--- src/design/arsm_pkg.sv ---
package arsm_pkg;
  // Register map
  localparam logic [7:0] ADDR_PIN_SEL = 8'h27;
  localparam logic [7:0] ADDR_CHAN1 = 8'h28;
  localparam logic [7:0] ADDR_CHAN2 = 8'h29;
  localparam logic [7:0] ADDR_CHAN3 = 8'h2a;
  localparam logic [7:0] RST_PIN_SEL = 8'h00;
  localparam logic [7:0] RST_CHAN1 = 8'h20;
  localparam logic [7:0] RST_CHAN2 = 8'h21;
  localparam logic [7:0] RST_CHAN3 = 8'h02;
  // Field layout of a channel register
  localparam int ENABLE_BIT = 5;
  localparam int SLOT_MSB = 4;
  localparam int RIGHT_BIT = 4;
  localparam int NUM_CHAN = 3;
  localparam int SLOT_W = 5;
  localparam int WORD_W = 32;
  localparam int SYNC_STAGES = 3;
  typedef enum logic {ARSM_FMT_TDM, ARSM_FMT_I2S_LJ} arsm_fmt_t;
endpackage

--- src/design/arsm_cfg_if.sv ---
`timescale 1ns/1ns
interface arsm_cfg_if;
  logic [arsm_pkg::NUM_CHAN-1:0] enable;
  logic [arsm_pkg::NUM_CHAN-1:0] pin_sel;
  logic [arsm_pkg::NUM_CHAN*arsm_pkg::SLOT_W-1:0] slot_select;
  modport regs (output enable, output pin_sel, output slot_select);
  modport user (input enable, input pin_sel, input slot_select);
endinterface

--- src/design/arsm_regs.sv ---
`timescale 1ns/1ns
module arsm_regs
(
  // Clock and reset
  input wire logic sys_clk_i,
  input wire logic rst_i,
  // Register port
  input wire logic reg_wr_i,
  input wire logic [7:0] reg_addr_i,
  input wire logic [7:0] reg_wdata_i,
  output logic [7:0] reg_rdata_o,
  // Configuration out
  arsm_cfg_if.regs cfg
);
  logic [7:0] pin_sel_ff;
  logic [7:0] chan_ff [arsm_pkg::NUM_CHAN];
  logic [7:0] rst_val [arsm_pkg::NUM_CHAN];
  logic [7:0] addr_of [arsm_pkg::NUM_CHAN];
  logic [7:0] rd_mux;

  assign rst_val[0] = arsm_pkg::RST_CHAN1;
  assign rst_val[1] = arsm_pkg::RST_CHAN2;
  assign rst_val[2] = arsm_pkg::RST_CHAN3;
  assign addr_of[0] = arsm_pkg::ADDR_CHAN1;
  assign addr_of[1] = arsm_pkg::ADDR_CHAN2;
  assign addr_of[2] = arsm_pkg::ADDR_CHAN3;

  always_ff @(posedge sys_clk_i)
  begin
    if (rst_i)
      pin_sel_ff <= arsm_pkg::RST_PIN_SEL;
    else if (reg_wr_i && reg_addr_i == arsm_pkg::ADDR_PIN_SEL)
      pin_sel_ff <= reg_wdata_i;
  end

  for (genvar c = 0; c < arsm_pkg::NUM_CHAN; c++)
  begin : g_chan
    always_ff @(posedge sys_clk_i)
    begin
      if (rst_i)
        chan_ff[c] <= rst_val[c]; // RQ5 RQ6 RQ7
      else if (reg_wr_i && reg_addr_i == addr_of[c])
        chan_ff[c] <= {2'h0, reg_wdata_i[5:0]}; // RQ8
    end
    assign cfg.enable[c] = chan_ff[c][arsm_pkg::ENABLE_BIT];
    assign cfg.pin_sel[c] = pin_sel_ff[c]; // RQ9
    assign cfg.slot_select[c*arsm_pkg::SLOT_W +: arsm_pkg::SLOT_W] = chan_ff[c][arsm_pkg::SLOT_MSB:0];
  end

  always_comb
  begin
    rd_mux = 8'h00;
    if (reg_addr_i == arsm_pkg::ADDR_PIN_SEL)
      rd_mux = pin_sel_ff;
    for (int i = 0; i < arsm_pkg::NUM_CHAN; i++)
      if (reg_addr_i == addr_of[i])
        rd_mux = chan_ff[i];
  end

  always_ff @(posedge sys_clk_i)
  begin
    if (rst_i)
      reg_rdata_o <= 8'h00;
    else
      reg_rdata_o <= rd_mux;
  end
endmodule

--- src/design/arsm_top.sv ---
`timescale 1ns/1ns
// How it works
// RQ1: Enable bit 5 low disables the channel; high feeds same-numbered playback channel.
// RQ2: Selector 0 to 15 picks TDM slot or left slot of that index.
// RQ3: Selector 16 to 31 picks TDM slot, or right slot index minus 16.
// RQ4: Middle selector values follow the same numbering, no gaps.
// RQ5: Channel one register at 0x28 resets to 0x20.
// RQ6: Channel two register at 0x29 resets to 0x21.
// RQ7: Channel three register at 0x2a resets to 0x02.
// RQ8: Software writes bits 7 and 6 as zero; they read zero.
// RQ9: Pin-select bit per channel picks primary or secondary data pin.
// RQ10: Disabled channel holds its output; enabled captures only its selected slot.
module arsm_top
#(
  parameter int WORD_W = arsm_pkg::WORD_W
)
(
  // Clock and reset
  input wire logic sys_clk_i,
  input wire logic rst_i,
  // Register port
  input wire logic reg_wr_i,
  input wire logic [7:0] reg_addr_i,
  input wire logic [7:0] reg_wdata_i,
  output logic [7:0] reg_rdata_o,
  // Serial link pins
  input wire logic bclk_i,
  input wire logic fsync_i,
  input wire logic primary_data_in_i,
  input wire logic secondary_data_in_pin_i,
  input wire logic format_i2s_lj_i,
  input wire logic [4:0] slot_width_m1_i,
  // Playback data
  output logic [arsm_pkg::NUM_CHAN*WORD_W-1:0] play_data_o,
  output logic [arsm_pkg::NUM_CHAN-1:0] play_valid_o
);
  arsm_cfg_if cfg ();

  arsm_regs u_regs
  (
    .sys_clk_i(sys_clk_i),
    .rst_i(rst_i),
    .reg_wr_i(reg_wr_i),
    .reg_addr_i(reg_addr_i),
    .reg_wdata_i(reg_wdata_i),
    .reg_rdata_o(reg_rdata_o),
    .cfg(cfg)
  );

  // Three-stage synchronisers for pins
  logic [arsm_pkg::SYNC_STAGES-1:0] bclk_ff, fs_ff, din1_ff, secondary_data_in_pin_ff;
  logic bclk_d_ff, fs_d_ff, din1_d_ff, secondary_data_in_pin_d_ff;
  always_ff @(posedge sys_clk_i)
  begin
    if (rst_i)
    begin
      bclk_ff <= 3'h0;
      fs_ff <= 3'h0;
      din1_ff <= 3'h0;
      secondary_data_in_pin_ff <= 3'h0;
    end
    else
    begin
      bclk_ff <= {bclk_ff[1:0], bclk_i};
      fs_ff <= {fs_ff[1:0], fsync_i};
      din1_ff <= {din1_ff[1:0], primary_data_in_i};
      secondary_data_in_pin_ff <= {secondary_data_in_pin_ff[1:0], secondary_data_in_pin_i};
    end
  end

  // Filtered levels: change once stages two and three agree
  always_ff @(posedge sys_clk_i)
  begin
    if (rst_i)
    begin
      bclk_d_ff <= 1'b0;
      fs_d_ff <= 1'b0;
      din1_d_ff <= 1'b0;
      secondary_data_in_pin_d_ff <= 1'b0;
    end
    else
    begin
      if (bclk_ff[1] == bclk_ff[2])
        bclk_d_ff <= bclk_ff[2];
      if (fs_ff[1] == fs_ff[2])
        fs_d_ff <= fs_ff[2];
      if (din1_ff[1] == din1_ff[2])
        din1_d_ff <= din1_ff[2];
      if (secondary_data_in_pin_ff[1] == secondary_data_in_pin_ff[2])
        secondary_data_in_pin_d_ff <= secondary_data_in_pin_ff[2];
    end
  end

  logic bclk_prev_ff, fs_prev_ff;
  always_ff @(posedge sys_clk_i)
  begin
    if (rst_i)
      bclk_prev_ff <= 1'b0;
    else
      bclk_prev_ff <= bclk_d_ff;
  end

  wire bclk_rise = bclk_d_ff && !bclk_prev_ff;
  wire fs_level_at_rise = fs_d_ff;

  // Frame sync level as seen at the previous bit clock rise
  always_ff @(posedge sys_clk_i)
  begin
    if (rst_i)
      fs_prev_ff <= 1'b0;
    else if (bclk_rise)
      fs_prev_ff <= fs_level_at_rise;
  end

  wire fs_start = bclk_rise && fs_level_at_rise && !fs_prev_ff;
  // In I2S/LJ framing a falling frame sync opens the right half
  wire fs_right = bclk_rise && !fs_level_at_rise && fs_prev_ff;
  wire first_bit = fs_start || (fs_right && format_i2s_lj_i);

  // Slot and bit counters
  logic [4:0] bit_cnt_ff;
  logic [3:0] slot_cnt_ff;
  logic half_ff;
  logic [4:0] nxt_bit_cnt;
  logic [3:0] nxt_slot_cnt;
  logic nxt_half;
  wire last_bit = (bit_cnt_ff == slot_width_m1_i);
  always_comb
  begin
    nxt_bit_cnt = bit_cnt_ff;
    nxt_slot_cnt = slot_cnt_ff;
    nxt_half = half_ff;
    if (first_bit)
    begin
      nxt_bit_cnt = 5'h01;
      nxt_slot_cnt = 4'h0;
      nxt_half = fs_right;
    end
    else if (bclk_rise)
    begin
      nxt_bit_cnt = last_bit ? 5'h00 : bit_cnt_ff + 5'h01;
      if (last_bit)
      begin
        nxt_slot_cnt = slot_cnt_ff + 4'h1;
        // TDM slots 16 to 31 sit in the upper selector half
        if (!format_i2s_lj_i && slot_cnt_ff == 4'hf)
          nxt_half = !half_ff;
      end
    end
  end

  always_ff @(posedge sys_clk_i)
  begin
    if (rst_i)
    begin
      bit_cnt_ff <= 5'h00;
      slot_cnt_ff <= 4'h0;
      half_ff <= 1'b0;
    end
    else
    begin
      bit_cnt_ff <= nxt_bit_cnt;
      slot_cnt_ff <= nxt_slot_cnt;
      half_ff <= nxt_half;
    end
  end

  // Current slot as a five-bit selector value
  wire [4:0] cur_slot = {half_ff, slot_cnt_ff}; // RQ2 RQ3 RQ4
  // Slot that the arriving bit belongs to
  wire [4:0] next_slot = first_bit ? {fs_right, 4'h0} : cur_slot; // RQ3

  for (genvar c = 0; c < arsm_pkg::NUM_CHAN; c++)
  begin : g_rx
    logic [WORD_W-1:0] sh_ff;
    logic [WORD_W-1:0] data_ff;
    logic valid_ff;
    logic [WORD_W-1:0] nxt_sh;
    logic [WORD_W-1:0] nxt_data;
    wire [4:0] sel = cfg.slot_select[c*arsm_pkg::SLOT_W +: arsm_pkg::SLOT_W];
    wire din = cfg.pin_sel[c] ? secondary_data_in_pin_d_ff : din1_d_ff; // RQ9
    wire next_match = (next_slot == sel);
    wire cur_match = (cur_slot == sel);
    wire hit = cfg.enable[c] && next_match; // RQ1 RQ2 RQ3
    wire done = bclk_rise && !first_bit && last_bit && cfg.enable[c] && cur_match;

    always_comb
    begin
      nxt_sh = sh_ff;
      nxt_data = data_ff;
      if (bclk_rise && hit)
        nxt_sh = {sh_ff[WORD_W-2:0], din};
      // Last bit joins the word directly, so it is whole at once
      if (done)
        nxt_data = {sh_ff[WORD_W-2:0], din}; // RQ1 RQ10
    end

    always_ff @(posedge sys_clk_i)
    begin
      if (rst_i)
        sh_ff <= '0;
      else
        sh_ff <= nxt_sh;
    end

    always_ff @(posedge sys_clk_i)
    begin
      if (rst_i)
      begin
        data_ff <= '0;
        valid_ff <= 1'b0;
      end
      else
      begin
        valid_ff <= done; // RQ10
        data_ff <= nxt_data;
      end
    end
    assign play_data_o[c*WORD_W +: WORD_W] = data_ff;
    assign play_valid_o[c] = valid_ff;
  end
endmodule

--- config.mk ---
export PLATFORM = sky130hd
export DESIGN_NAME = arsm_top
export DESIGN_NICKNAME = d
export VERILOG_FILES = /design/src/design/arsm_pkg.sv /design/src/design/arsm_cfg_if.sv /design/src/design/arsm_regs.sv /design/src/design/arsm_top.sv
export SDC_FILE = /design/constraint.sdc
export NUM_CORES = 1
export LEC_CHECK = 0
export BUFFER_PORTS_ARGS = -buffer_cell sky130_fd_sc_hd__buf_2
export CORE_MARGIN = 5
export CORE_UTILIZATION = 30
export CTS_BUF_LIST = sky130_fd_sc_hd__clkbuf_16
export DETAILED_ROUTE_END_ITERATION = 7
export PLACE_DENSITY = 0.55
export SLEW_MARGIN = 20
export SYNTH_ARGS = -nofsm -noshare
export SYNTH_HDL_FRONTEND = slang
export SYNTH_SLANG_ARGS = --single-unit
--- constraint.sdc ---
create_clock -name sys_clk_i -period 2.63 [get_ports sys_clk_i]
set_clock_uncertainty 0.05 [all_clocks]
set_input_delay 0.526 -clock sys_clk_i [delete_from_list [all_inputs] [get_ports sys_clk_i]]
set_output_delay 0.526 -clock sys_clk_i [all_outputs]
set_load 0.02 [all_outputs]
==> summary.txt <==
Yosys
  – FF+latch count, synth: 254
  – EDFF count, synth: 18
  – Distinct cells, synth: 56
  – Seq/Total Area, Yosys: 0.530
  – Syn_area_per_cell: 9.40 um2
  – Post-synth top area cell: dfxtp_1
  – Synth Area in Simple Gates: 0.211
  – Post-synthesis mux area share: 0.103
  – Most used flip-flop cell after synthesis: dfxtp_1
  – Syn_nets: 1088
  – Largest family of logic cells by synthesized area: simple AND/OR/NAND/NOR gates
  – Post-Syn Area: 0.00993 mm2
  – Post-Synth Adder-Cell Area: 0.00252
  – Share of the synthesized area in the top cell type: 0.476
  – Post-synthesis compound-gate area fraction: 0.0866
  – Post-synthesis async set-or-reset flop share: 0
  – Synth Area in XOR/XNOR: 0.0238
  – Yosys Warn Count: 0
  – Cells after synthesis: 1057
  – Ranking of synthesized cells by area: dfxtp_1 (48%), mux2i_1 (10%), nand2_1 (8.2%)

Min path
  – Worst Hold Class: in2reg
  – Worst Hold Launch: reg_wdata_i[6]
  – Hold Path End: u_regs.pin_sel_ff[6]$_SDFFE_PP0P_
  – Hold Path Depth: 3

Clock network
  – CTS tree: yes
  – Post-CTS setup buffers: 0
  – CTS clk-pin slew, worst paths: 0.06 ns
  – Clock Tree Buf Depth: 3
  – Clock latency on the worst-skew pair: 0.52 ns
  – Num CTS Buffers: 27
  – H-tree levels: 1
  – Root Driver: clkbuf_16
  – # clock sinks: 254

Route
  – WL/cell: 13.8 um
  – TritonRoute pass-1 iters: 4
  – Final ANT Viol Nets: 0
  – Vias per inst: 4.52
  – Initial drt markers: 281
  – DRC violation count after routing: 0
  – WL final: 22500 um
  – Vias after detailed routing: 7350

Critical path
  – Critical path type: reg2reg
  – Reg2reg end: g_rx[1].sh_ff[21]$_SDFFE_PP0P_
  – Critical Path Fanout Max: 30
  – FF-to-FF path depth: 7
  – Required @ worst endpoint: 3.03 ns
  – Crit path launch type: flip-flop
  – Crit. End Element: flip-flop
  – Reg-to-Reg Start: fs_d_ff$_SDFFE_PP0N_
  – CP startpoint: fs_d_ff$_SDFFE_PP0N_
  – Critical path data arrival time: 2.69 ns
  – Worst reg-to-reg setup slack: 0.34 ns

Floorplan
  – Chip height: 192 um
  – Num rows: 66
  – Core area: 0.0326 mm2
  – Die width: 192 um
  – Io pins: 136
  – Total die area: 0.0369 mm2
  – Effective utilization at floorplan: 0.305

Place
  – Dpl ws: 0.231 ns
  – GPL Wtd Cong: 0.837
  – Dpl cells: 1579
  – Port bufs: 135
  – Placed cell areas: 0.0110 mm2
  – HPWL after DPL: 15300 um

STA
  – Fmax: 436 MHz
  – Max_slew headroom: 0.586
  – Final Max Slew Viols: 0
  – Final hold vios: 0
  – RSZ-0062 raised after global routing: no
  – Part of the cycle the worst path needs: 0.872
  – Setup-failing EPs final: 0
  – Tmin final: 2.29 ns
  – WHS: 0.189 ns
  – Final WS setup: 0.337 ns
  – Setup TNS: 0 ns
  – Slew @ Worst Pin: 0.616 ns

Job
  – Max-Cap Viols: 0

Final layout
  – NumNets Final: 1197
  – Reg area: 0.00527 mm2
  – Area of the multi-input gates: 0.00425 mm2
  – Synth-to-layout area growth: 18.7%
  – Final std cells w/o fill: 1626
  – Design area: 0.0118 mm2
  – Antenna Cells: 0
  – Layout cells sized above 1: 0.168
  – # fillers: 3353
  – Core Util, Final: 0.361

Pwr
  – Power, Total: 7.61 mW
  – Max IR drop VDD: 0.450 mV
  – Pwr dens: 645 mW/mm2
  – Leakage power: 4.71 nW

Global route
  – Vias in the first global route: 7187
  – First-pass GRT wire length: 36600 um
  – GR Overflow Total: 0
  – Initial antenna violation count: 0
  – Overall global routing resource usage: 0.119
  – Pin count of the biggest net entering global routing: 141

Status
  – Status: finished clean
[cells by family (layout without fill, tap and decap cells)]
| kind of cell | after synthesis | count (layout) |
|---|---|---|
| adders and majority gates | 2 | 2 |
| muxes | 102 | 102 |
| buffers and inverters | 78 | 205 |
| xor gates and xnor gates | 27 | 27 |
| DFF | 254 | 254 |
| AOI/OAI and AO/OA | 154 | 154 |
| and+or+nand+nor | 440 | 440 |
[registers in the layout (all words and copies together) (netlist names), 3 cells and up]
signal and count:
g_rx.valid_ff 3, din1_ff 3, g_rx.data_ff 96, secondary_data_in_pin_ff 3
u_regs.pin_sel_ff 8, bit_cnt_ff 5, bclk_ff 3, g_rx.sh_ff 93
u_regs.chan_ff 18, slot_cnt_ff 4, fs_ff 3, u_regs.reg_rdata_o 8
[timing repair]
| action | in CTS | in global routing |
|---|---|---|
| resized for setup | 0 | 2 |
| hold buffers | 0 | 0 |
| setup endpoints to repair | 0 | 15 |
| hold endpoints to repair | 0 | 0 |
[how the worst max path moves through the flow]
stage / slack, ns / depth (start not counted) / endpoint
5_1_grt: 0.05 / 7 / g_rx[1].sh_ff[11]$_SDFFE_PP0P_
6_report: 0.34 / 7 / g_rx[1].sh_ff[21]$_SDFFE_PP0P_
3_5_place_dp: 0.23 / 8 / g_rx[1].sh_ff[3]$_SDFFE_PP0P_
3_3_place_gp: 0.27 / 8 / g_rx[1].sh_ff[23]$_SDFFE_PP0P_
4_1_cts: 0.28 / 7 / g_rx[1].sh_ff[3]$_SDFFE_PP0P_
2_1_floorplan: 0.49 / 8 / g_rx[0].sh_ff[2]$_SDFFE_PP0P_
[routing by layer]
metal	vias to the layer above	track usage	wire (um)
met5	-	0	0
met4	0	0.0324	463
met3	38	0.0253	1460
met2	177	0.181	9430
met1	3403	0.170	11100
li1	3732	-	-
[Yosys cell counts, types with 5 or more instances]
library cell and instances:
dfxtp_1 236, nand2_1 218, a21oi_1 113, mux2i_1 101, nand2b_1 69, nor2_1 69
clkbuf_1 45, nor2b_1 19, and2_1 18, edfxtp_1 18, xnor2_1 17, o21ai_0 15
buf_2 14, xor2_1 10, a31oi_1 7, and3_1 7, buf_4 6, buf_6 6
nand3_1 6, nor3_1 5
[final cells by class]
type	instances	area share
Clock buffer	27	0.0573
Clock inverter	20	0.0111
Inverter	4	0.00127
Multi-Input combinational cell	725	0.360
Sequential cell	254	0.447
Tap cell	442	0.0469
Timing Repair Buffer	154	0.0763
[critical path, stage by stage (launching register included)]
cell       delay [ns]
dfxtp_1          0.38
nand3b_2         0.30
and2_4           0.22
a2111oi_1        0.28
a31oi_1          0.12
nor4_4           0.37
buf_12           0.27
mux2i_1          0.21
[cells in the final DEF, fill, tap and decap left out, types with 2 or more instances in the layout]
cell         n
nor2b_1     19
ha_1         2
dfxtp_1    236
clkbuf_16   27
clkinv_1     2
a21o_1       2
nand4_1      3
xnor2_1     17
a21oi_1    113
clkinv_2     3
nor4bb_1     2
and3b_1      2
nand3b_1     4
and4b_1      3
edfxtp_1    18
inv_1       16
nor3_1       5
a31oi_1      7
and3_1       7
buf_12       6
nand2b_2     2
o21ai_0     15
mux2i_1    101
nand3_1      6
or3_1        2
nand2_1    218
buf_2      134
o211ai_1     3
bufinv_16    2
nor4_1       3
xor2_1      10
buf_4       13
and2_1      18
nand2b_1    67
nor2_1      69
[power breakdown]
part           internal (mW)  switching (mW)  total (mW)
clock                   2.03            1.46        3.49
combinational         0.0672           0.108       0.175
sequential              3.91          0.0230        3.94
(Power assumes the default switching activity.)
